[config.mk]
export PLATFORM = sky130hd
export DESIGN_NAME = signal_modulator
export DESIGN_NICKNAME = d
export VERILOG_FILES = /design/src/hw/signal_modulator_pkg.sv /design/src/hw/signal_modulator.sv /design/src/hw/mod_mixer.sv
export VERILOG_INCLUDE_DIRS = /design/src /design/src/hw
export SDC_FILE = /design/constraint.sdc
export NUM_CORES = 1
export LEC_CHECK = 0
export BUFFER_PORTS_ARGS = -buffer_cell sky130_fd_sc_hd__buf_4
export CAP_MARGIN = 0
export CORE_MARGIN = 2
export CORE_UTILIZATION = 45
export CTS_BUF_LIST = sky130_fd_sc_hd__clkbuf_8
export CTS_CLUSTER_SIZE = 14
export DETAILED_ROUTE_END_ITERATION = 7
export PLACE_DENSITY = 0.78
export REMOVE_ABC_BUFFERS = 1
export SLEW_MARGIN = 20
export SYNTH_ARGS = -nofsm -noshare
export SYNTH_HDL_FRONTEND = slang
export SYNTH_SLANG_ARGS = --single-unit
[constraint.sdc]
create_clock -name aclk -period 2.15 [get_ports aclk]
set_input_delay 0.43 -clock aclk [delete_from_list [all_inputs] [get_ports aclk]]
set_output_delay 0.43 -clock aclk [all_outputs]
set_load 0.05 [all_outputs]
[src/hw/signal_modulator_map.svh]
`ifndef SIGNAL_MODULATOR_MAP_SVH
`define SIGNAL_MODULATOR_MAP_SVH

`define ADDR_MOD_CTRL      4'h0
`define ADDR_MOD_SRC       4'h4

`define CTRL_ON_BIT        7
`define CTRL_OE_BIT        6
`define CTRL_SLEW_BIT      5
`define CTRL_INV_BIT       4
`define CTRL_STATUS_BIT    3
`define CTRL_SOFT_BIT      0
`define CTRL_WR_MASK       8'hF1
`define CTRL_RESET         8'h20

`define SRC_DISC_BIT       7
`define SRC_SEL_MSB        3
`define SRC_WR_MASK        8'h8F
`define SRC_RESET          8'h00

`define SEL_SOFT           4'h0
`define SEL_EXT_PIN        4'h1
`define SEL_PWM            4'h2
`define SEL_COMPARATOR     4'h7
`define SEL_SYNC_SDO       4'h8
`define SEL_SERIAL_TX      4'hA

`endif

[src/hw/signal_modulator_pkg.sv]
package signal_modulator_pkg;
   typedef logic [3:0] src_sel_t;
   typedef enum logic [1:0] {
      RESP_OKAY   = 2'h0,
      RESP_SLVERR = 2'h2
   } axi_resp_e;
endpackage

[src/hw/signal_modulator.sv]
// The address map and the AXI4-Lite slave port are this design's own decisions.
`timescale 1ns/1ns
`include "signal_modulator_map.svh"
module signal_modulator
   import signal_modulator_pkg::*;
(
   input  wire logic        aclk,
   input  wire logic        aresetn,
   input  wire logic [3:0]  s_axi_awaddr,
   input  wire logic        s_axi_awvalid,
   output logic             s_axi_awready,
   input  wire logic [31:0] s_axi_wdata,
   input  wire logic [3:0]  s_axi_wstrb,
   input  wire logic        s_axi_wvalid,
   output logic             s_axi_wready,
   output logic [1:0]       s_axi_bresp,
   output logic             s_axi_bvalid,
   input  wire logic        s_axi_bready,
   input  wire logic [3:0]  s_axi_araddr,
   input  wire logic        s_axi_arvalid,
   output logic             s_axi_arready,
   output logic [31:0]      s_axi_rdata,
   output logic [1:0]       s_axi_rresp,
   output logic             s_axi_rvalid,
   input  wire logic        s_axi_rready,
   input  wire logic        ext_mod_input_pin,
   input  wire logic        pwm_src,
   input  wire logic        comparator_src,
   input  wire logic        sync_sdo_src,
   input  wire logic        serial_tx_src,
   input  wire logic        carrier_high,
   input  wire logic        carrier_low,
   output logic             mod_pin_out,
   output logic             mod_pin_oe,
   output logic             pin_slew_limit,
   output logic             pwm_pin_disconnect,
   output logic             comparator_pin_disconnect,
   output logic             sync_sdo_pin_disconnect,
   output logic             serial_tx_pin_disconnect
);
   logic [7:0]  ctrl_reg;
   logic [7:0]  ctrl_next;
   logic [7:0]  src_reg;
   logic [7:0]  src_next;
   logic        status_reg;
   logic        status_next;
   logic        pin_reg;
   logic        pin_next;
   logic        oe_reg;
   logic        oe_next;
   logic        slew_reg;
   logic        slew_next;
   logic [3:0]  disc_reg;
   logic [3:0]  disc_next;

   logic        aw_held_reg;
   logic        aw_held_next;
   logic [3:0]  awaddr_reg;
   logic [3:0]  awaddr_next;
   logic        w_held_reg;
   logic        w_held_next;
   logic [7:0]  wdata_reg;
   logic [7:0]  wdata_next;
   logic        wstrb_reg;
   logic        wstrb_next;
   logic        bvalid_reg;
   logic        bvalid_next;
   logic [1:0]  bresp_reg;
   logic [1:0]  bresp_next;
   logic        rvalid_reg;
   logic        rvalid_next;
   logic [1:0]  rresp_reg;
   logic [1:0]  rresp_next;
   logic [31:0] rdata_reg;
   logic [31:0] rdata_next;
   logic        awready_reg;
   logic        awready_next;
   logic        wready_reg;
   logic        wready_next;
   logic        arready_reg;
   logic        arready_next;

   logic        mixed;
   logic        aw_fire;
   logic        w_fire;
   logic        wr_go;
   logic [3:0]  wr_addr;
   logic [7:0]  wr_data;
   logic        wr_lane;
   src_sel_t    sel;
   genvar       ch;

   // peripherals that own a pin, in the order of the disconnect outputs
   localparam src_sel_t disc_code [4] = '{`SEL_PWM, `SEL_COMPARATOR,
                                          `SEL_SYNC_SDO, `SEL_SERIAL_TX};

   assign sel = src_reg[`SRC_SEL_MSB:0];

   mod_mixer u_mixer (
      .module_on         (ctrl_reg[`CTRL_ON_BIT]),
      .soft_mod_value    (ctrl_reg[`CTRL_SOFT_BIT]),
      .mod_src_select    (sel),
      .ext_mod_input_pin (ext_mod_input_pin),
      .pwm_src           (pwm_src),
      .comparator_src    (comparator_src),
      .sync_sdo_src      (sync_sdo_src),
      .serial_tx_src     (serial_tx_src),
      .carrier_high      (carrier_high),
      .carrier_low       (carrier_low),
      .mixed             (mixed)
   );

   // write channel: address and data taken in either order or together, one write at a time
   assign aw_fire = s_axi_awvalid & s_axi_awready;
   assign w_fire  = s_axi_wvalid & s_axi_wready;
   assign wr_go   = (aw_held_reg | aw_fire) & (w_held_reg | w_fire);
   assign wr_addr = aw_held_reg ? awaddr_reg : s_axi_awaddr;
   assign wr_data = w_held_reg ? wdata_reg : s_axi_wdata[7:0];
   assign wr_lane = w_held_reg ? wstrb_reg : s_axi_wstrb[0];

   always_comb begin
      aw_held_next = aw_held_reg;
      awaddr_next  = awaddr_reg;
      w_held_next  = w_held_reg;
      wdata_next   = wdata_reg;
      wstrb_next   = wstrb_reg;
      bvalid_next  = bvalid_reg;
      bresp_next   = bresp_reg;
      if (bvalid_reg && s_axi_bready) begin
         bvalid_next = 1'b0;
      end
      if (aw_fire) begin
         aw_held_next = 1'b1;
         awaddr_next  = s_axi_awaddr;
      end
      if (w_fire) begin
         w_held_next = 1'b1;
         wdata_next  = s_axi_wdata[7:0];
         wstrb_next  = s_axi_wstrb[0];
      end
      if (wr_go) begin
         aw_held_next = 1'b0;
         w_held_next  = 1'b0;
         bvalid_next  = 1'b1;
         case (wr_addr)
            `ADDR_MOD_CTRL: bresp_next = RESP_OKAY;
            `ADDR_MOD_SRC:  bresp_next = RESP_OKAY;
            default:        bresp_next = RESP_SLVERR;
         endcase
      end
      // readies are copies of next state, so taking costs no extra cycle
      awready_next = ~aw_held_next & ~bvalid_next;
      wready_next  = ~w_held_next & ~bvalid_next;
   end

   // control and source registers; a write with lane 0 off is answered
   // but changes nothing
   always_comb begin
      ctrl_next = ctrl_reg;
      src_next  = src_reg;
      if (wr_go && wr_lane) begin
         case (wr_addr)
            `ADDR_MOD_CTRL: begin
               ctrl_next = wr_data & `CTRL_WR_MASK;
            end
            `ADDR_MOD_SRC: begin
               src_next = wr_data & `SRC_WR_MASK;
            end
            default: begin
               ctrl_next = ctrl_reg;
            end
         endcase
      end
   end

   // read channel: one outstanding read, answer one cycle after address
   always_comb begin
      rvalid_next = rvalid_reg;
      rresp_next  = rresp_reg;
      rdata_next  = rdata_reg;
      if (rvalid_reg && s_axi_rready) begin
         rvalid_next = 1'b0;
      end
      if (s_axi_arvalid && s_axi_arready) begin
         rvalid_next = 1'b1;
         rresp_next  = RESP_OKAY;
         rdata_next  = 32'h0000_0000;
         case (s_axi_araddr)
            `ADDR_MOD_CTRL: begin
               rdata_next[7:0] = ctrl_reg;
               rdata_next[`CTRL_STATUS_BIT] = status_reg;
            end
            `ADDR_MOD_SRC: rdata_next[7:0] = src_reg;
            default:       rresp_next = RESP_SLVERR;
         endcase
      end
      arready_next = ~rvalid_next;
   end

   // pin stage is registered so every output leaves from a flip-flop;
   // costs one clock of latency on the pin versus the raw mix
   always_comb begin
      status_next = mixed ^ ctrl_reg[`CTRL_INV_BIT];
      oe_next     = ctrl_reg[`CTRL_OE_BIT];
      pin_next    = ctrl_reg[`CTRL_OE_BIT] & status_next;
      slew_next   = ctrl_reg[`CTRL_SLEW_BIT];
   end

   // the select field names one source, so at most one pin is cut loose
   generate
      for (ch = 0; ch < 4; ch = ch + 1) begin : g_disc
         assign disc_next[ch] = src_reg[`SRC_DISC_BIT] &
                                (sel == disc_code[ch]);
      end
   endgenerate

   // settings survive a module-off; only reset restores the defaults
   always_ff @(posedge aclk) begin
      if (!aresetn) begin
         ctrl_reg <= `CTRL_RESET;
         src_reg  <= `SRC_RESET;
      end else begin
         ctrl_reg <= ctrl_next;
         src_reg  <= src_next;
      end
   end

   // write channel state
   always_ff @(posedge aclk) begin
      if (!aresetn) begin
         aw_held_reg <= 1'b0;
         awaddr_reg  <= 4'h0;
         w_held_reg  <= 1'b0;
         wdata_reg   <= 8'h00;
         wstrb_reg   <= 1'b0;
         bvalid_reg  <= 1'b0;
         bresp_reg   <= 2'h0;
         awready_reg <= 1'b1;
         wready_reg  <= 1'b1;
      end else begin
         aw_held_reg <= aw_held_next;
         awaddr_reg  <= awaddr_next;
         w_held_reg  <= w_held_next;
         wdata_reg   <= wdata_next;
         wstrb_reg   <= wstrb_next;
         bvalid_reg  <= bvalid_next;
         bresp_reg   <= bresp_next;
         awready_reg <= awready_next;
         wready_reg  <= wready_next;
      end
   end

   // read channel state
   always_ff @(posedge aclk) begin
      if (!aresetn) begin
         rvalid_reg  <= 1'b0;
         rresp_reg   <= 2'h0;
         rdata_reg   <= 32'h0000_0000;
         arready_reg <= 1'b1;
      end else begin
         rvalid_reg  <= rvalid_next;
         rresp_reg   <= rresp_next;
         rdata_reg   <= rdata_next;
         arready_reg <= arready_next;
      end
   end

   // pin stage
   always_ff @(posedge aclk) begin
      if (!aresetn) begin
         status_reg <= 1'b0;
         pin_reg    <= 1'b0;
         oe_reg     <= 1'b0;
         slew_reg   <= 1'b1;
         disc_reg   <= 4'h0;
      end else begin
         status_reg <= status_next;
         pin_reg    <= pin_next;
         oe_reg     <= oe_next;
         slew_reg   <= slew_next;
         disc_reg   <= disc_next;
      end
   end

   assign s_axi_awready             = awready_reg;
   assign s_axi_wready              = wready_reg;
   assign s_axi_arready             = arready_reg;
   assign s_axi_bvalid              = bvalid_reg;
   assign s_axi_bresp               = bresp_reg;
   assign s_axi_rvalid              = rvalid_reg;
   assign s_axi_rresp               = rresp_reg;
   assign s_axi_rdata               = rdata_reg;
   assign mod_pin_out               = pin_reg;
   assign mod_pin_oe                = oe_reg;
   assign pin_slew_limit            = slew_reg;
   assign pwm_pin_disconnect        = disc_reg[0];
   assign comparator_pin_disconnect = disc_reg[1];
   assign sync_sdo_pin_disconnect   = disc_reg[2];
   assign serial_tx_pin_disconnect  = disc_reg[3];
endmodule

[src/hw/mod_mixer.sv]
`timescale 1ns/1ns
`include "signal_modulator_map.svh"
module mod_mixer
   import signal_modulator_pkg::*;
(
   input  wire logic     module_on,
   input  wire logic     soft_mod_value,
   input  wire src_sel_t mod_src_select,
   input  wire logic     ext_mod_input_pin,
   input  wire logic     pwm_src,
   input  wire logic     comparator_src,
   input  wire logic     sync_sdo_src,
   input  wire logic     serial_tx_src,
   input  wire logic     carrier_high,
   input  wire logic     carrier_low,
   output logic          mixed
);
   logic mod_sig;
   logic car_h;
   logic car_l;

   // purely combinational, but its result reaches mod_pin_out only through the aclk pin stage, which stops with the bus clock
   always_comb begin
      mod_sig = 1'b0;
      if (!module_on) begin
         mod_sig = soft_mod_value;
      end else begin
         case (mod_src_select)
            `SEL_SOFT:       mod_sig = soft_mod_value;
            `SEL_EXT_PIN:    mod_sig = ext_mod_input_pin;
            `SEL_PWM:        mod_sig = pwm_src;
            `SEL_COMPARATOR: mod_sig = comparator_src;
            `SEL_SYNC_SDO:   mod_sig = sync_sdo_src;
            `SEL_SERIAL_TX:  mod_sig = serial_tx_src;
            default:         mod_sig = 1'b0;
         endcase
      end
      car_h = module_on & carrier_high;
      car_l = module_on & carrier_low;
      mixed = (mod_sig & car_h) | (~mod_sig & car_l);
   end
endmodule

* Word-level counts from Yosys, hierarchy flattened
Cells that the tools add are included.
Storage, ports and cells: logic and storage cells 77, output and inout bits 48, input port bits 58, register bits 50
Cells by class: eq/ne operators 7, bitwise gates (word level) 23, reductions and logical operators 11, multiplexer cells 16
Operator list (count):
- $pmux 8 s2 | 1
- $and 1x1->1 | 14
- $eq 4x3->1 const B | 3
- $logic_not 4->1 | 3
- $mux 1 | 10
- $eq 4x4->1 const B | 2
- $mux 8 | 1
- $pmux 1 s6 | 1
- $not 1->1 | 5
- $eq 4x1->1 const B | 1
- $eq 4x2->1 const B | 1
- $logic_and 1x1->1 | 4
- $mux 2 | 2
- $mux 4 | 1
- $reduce_and 2->1 | 2
- $reduce_or 2->1 | 2
- $or 1x1->1 | 3
- $xor 1x1->1 | 1

* Depth between registers and ports, before layout
depth after elaboration 8, depth in mapped cells 6, gate-level depth less buffers 5

* By module
Synthesis repeated with hierarchy kept, for this count alone.
Unflattened totals: cells, all modules 247, area, all modules 2244.7 µm²
Modules (own cells, without submodules):
- signal_modulator | sequential area each 960.9 µm², times used 1, area an instance 2163.3 µm², cells each 234
- mod_mixer | sequential area each 0.0 µm², times used 1, area an instance 81.3 µm², cells each 13

* Least setup slack after synthesis
No wires, ideal clock.
kind register to register, from register awready_reg, in the netlist s_axi_awready, to register ctrl_reg[0], slack 168 ps, setup time 116 ps, path buffers 1, data required time 2034 ps, clock period less this slack 1982 ps, arrival 1866 ps, cell stages (with the launch flop) 7, path through dfxtp_1 -> a21o_1 -> o21ai_2 -> or4b_1 -> buf_2 -> mux2i_1 -> nor2b_1
On the way: word-level cells in the longest chain between the ends 5
Ends and longest elaborated chain:
- from (decl) | line signal_modulator.sv:76 | logic awready_reg;
- from (signal assigned) | line signal_modulator.sv:248 | awready_reg <= awready_next;
- $and 1x1->1 | line signal_modulator.sv:114 | assign aw_fire = s_axi_awvalid & s_axi_awready;
- $or 1x1->1 | line signal_modulator.sv:116 | assign wr_go = (aw_held_reg | aw_fire) & (w_held_reg | w_fire);
- $and 1x1->1 | line signal_modulator.sv:116
- $logic_and 1x1->1 | line signal_modulator.sv:161 | if (wr_go && wr_lane) begin
- $reduce_and 2->1 (no line)
- to (signal assigned) | line signal_modulator.sv:220 | ctrl_reg <= `CTRL_RESET;
- to (signal assigned) | line signal_modulator.sv:223 | ctrl_reg <= ctrl_next;
- to (decl) | line signal_modulator.sv:41 | logic [7:0] ctrl_reg;
Every way passes these cells. A chain may end at the register's enable or synchronous reset.

* Worst setup path in the final report
from register awready_reg, in the netlist s_axi_awready, to register ctrl_reg[6]
Same word-level chain as after synthesis.

==> impl_metrics.env <==
export IMPL_layout_commonest_cell="buf_4"
export IMPL_path_max_fanout=7
export IMPL_synthCells=238
export IMPL_nFillCells=436
export IMPL_syn2layout_area_growth_pct=20.4
export IMPL_cts_tree="yes"
export IMPL_numCtsBuffers=5
export IMPL_fin_crit_ns=1.87
export IMPL_rr_startpoint="s_axi_awready$_SDFF_PN1_"
export IMPL_syn_avg_cell_area_sq_um=9.30
export IMPL_io_pins=106
export IMPL_synth_seq_cells=48
export IMPL_row_count=25
export IMPL_min_path_cells=3
export IMPL_fin_setup_tns_ns=0
export IMPL_worstPathRequired_ns=2.34
export IMPL_h_tree_depth=2
export IMPL_muxShareOfSynthArea=0.115
export IMPL_maxSlewViolCount=0
export IMPL_startpoint_type="register"
export IMPL_yosys_most_used_dff="dfxtp_1"
export IMPL_wl_um=4130
export IMPL_clockBufferDepth=2
export IMPL_grt_pass1_vias=1415
export IMPL_hold_buffers=0
export IMPL_cellLeakagePower_uw=0.00120
export IMPL_synth_top_family_by_area="simple AND/OR/NAND/NOR gates"
export IMPL_final_cell_mix="57 x buf_4, 48 x dfxtp_1, 40 x nand2_1, 26 x conb_1, 19 x a21boi_0"
export IMPL_final_hold_viol_count=0
export IMPL_power_uw=1980
export IMPL_yosys_area_share_adder=0
export IMPL_timing_rr_end="ctrl_reg[6]$_SDFFE_PN0P_"
export IMPL_numPortBuffers=52
export IMPL_synthArstFlopShare=0
export IMPL_synth_edf_count=0
export IMPL_maxCapViolations=0
export IMPL_drtPass1Iterations=4
export IMPL_netlist_area_sq_um=2210
export IMPL_arrival_ns=2.06
export IMPL_critPathKind="register to register"
export IMPL_initial_core_util=0.469
export IMPL_wire_per_inst_um=11.6
export IMPL_clkTransAtPathRegs_ns=0.08
export IMPL_root_buffer="clkbuf_8"
export IMPL_dp_hpwl_um=3000
export IMPL_worstPathCellList="a21o_1 > o21ai_2 > or4b_1 > mux2i_1 > nor2b_1"
export IMPL_critical_path_top_delay_family="simple AND/OR/NAND/NOR gates"
export IMPL_ant_nets=0
export IMPL_clkLatencyLatePin_ns=0.30
export IMPL_setup_violations=0
export IMPL_gp_congestion=0.762
export IMPL_drt_iter0_markers=110
export IMPL_powerDensity_nw_per_um2=742
export IMPL_cts_sinks=48
export IMPL_drive_gt1_frac=0.257
export IMPL_postCtsSetupBuffers=0
export IMPL_synth_xor_area_frac=0
export IMPL_coreArea_sq_um=4720
export IMPL_clock_fmax_mhz=535
export IMPL_nNetsFinal=347
export IMPL_r2r_cells=5
export IMPL_vdd_ir_drop_max_uv=331
export IMPL_rsz0062_at_grt="false"
export IMPL_ys_seq_area_frac=0.434
export IMPL_grt_max_degree=44
export IMPL_yosys_area_share_simple=0.214
export IMPL_vias=1700
export IMPL_die_w_um=74.1
export IMPL_die_area_sq_um=5500
export IMPL_gr_usage_all_layers=0.154
export IMPL_ys_warn_count=0
export IMPL_outcome="completed"
export IMPL_rrSetupSlack_ns=0.28
export IMPL_period_share=0.869
export IMPL_fp_dieH_um=74.1
export IMPL_cp_slowest_cell="or4b_1"
export IMPL_timing_hold_ws_ns=0.395
export IMPL_dp_worst_setup_slack_ns=0.135
export IMPL_synth_distinct_cells=39
export IMPL_overflow=0
export IMPL_diodes=0
export IMPL_max_stage_delay_ns=0.72
export IMPL_antenna_found_initial=0
export IMPL_crit_buf_inv=0
export IMPL_whs_endpoint="wstrb_reg$_SDFFE_PN0P_"
export IMPL_min_path_type="primary input to register"
export IMPL_vias_per_cell=4.79
export IMPL_clock_skew_ns=0.00437
export IMPL_synth_compound_area_frac=0.120
export IMPL_grt_pass1_wl_um=6470
export IMPL_post_cts_resized=0
export IMPL_worst_slack_ns=0.281
export IMPL_hp_start="s_axi_wstrb[0]"
export IMPL_remaining_drc_errors=0
export IMPL_end_kind="register"
export IMPL_cp_startpoint="s_axi_awready$_SDFF_PN1_"
## power breakdown
group          switching, uW  total (uW)  internal [uW]  leakage (uW)
registers               34.0         967            933      0.000391
logic                    273         404            131      0.000754
clock network            272         606            334     0.0000501
total                    580        1980           1400       0.00120
## routing by layer
| metal | vias up | global-route usage | wire (um) |
|---|---|---|---|
| met3 | 5 | 0.0447 | 248 |
| met5 | - | 0 | 0 |
| met1 | 783 | 0.199 | 1760 |
| met2 | 50 | 0.243 | 2060 |
| li1 | 862 | - | - |
| met4 | 0 | 0.0606 | 62 |
## cells by family (layout without fill, tap and decap cells)
| kind of cell | count (synthesis) | in the layout |
|---|---|---|
| muxes | 24 | 24 |
| other | 1 | 26 |
| buffers and inverters | 39 | 64 |
| and+or+nand+nor | 91 | 91 |
| AOI/OAI and AO/OA | 35 | 35 |
| DFF | 48 | 48 |
## tightest hold or removal path: cells and delay by family
family / cells / cell delay [ns]
buf+inv: 1 / 0.11
simple gates: 1 / 0.04
compound gates: 1 / 0.06
## how the worst max path moves through the flow
stage                          endpoint  cells past startpoint
3_3_place_gp   ctrl_reg[6]$_SDFFE_PN0P_                      6
2_1_floorplan  ctrl_reg[0]$_SDFFE_PN0P_                      5
3_5_place_dp   ctrl_reg[6]$_SDFFE_PN0P_                      6
4_1_cts        ctrl_reg[6]$_SDFFE_PN0P_                      5
5_1_grt        ctrl_reg[4]$_SDFFE_PN0P_                      5
6_report       ctrl_reg[6]$_SDFFE_PN0P_                      5
## synth_stat cells, types with 2 or more instances
master,n,share of area
dfxtp_1,48,0.43
nand2_1,40,0.068
buf_4,27,0.092
a21boi_0,19,0.064
mux2i_1,18,0.081
nor2b_1,11,0.031
clkbuf_1,9,0.015
nand3_1,7,0.016
nor2_1,6,0.010
nor3_1,5,0.011
a21oi_1,4,0.0090
mux2_2,4,0.020
nand2b_1,4,0.011
o211a_1,4,0.018
and2_1,3,0.0085
and3_1,3,0.0085
and3b_2,2,0.0090
nand4_1,2,0.0057
o21ai_0,2,0.0045
## per-stage QoR
step	cell area, sq um	cells	utilization
2_1_floorplan	2050	225	-
3_3_place_gp	2570	349	0.543
3_5_place_dp	2570	349	0.543
4_1_cts	2670	355	0.564
5_1_grt	2670	355	0.564
6_report	2670	355	0.564
## area by class of cell
class / count / area [sq um] / share of cell area
multi-input cells: 176 / 1090 / 0.409
well taps: 67 / 83.8 / 0.0315
clock inverters: 1 / 30.0 / 0.0113
repair buffers: 57 / 428 / 0.161
clock buffers: 5 / 68.8 / 0.0258
flip-flops and latches: 48 / 961 / 0.361
inverters: 1 / 3.75 / 0.00141
Power figures use the tool's default switching activity.
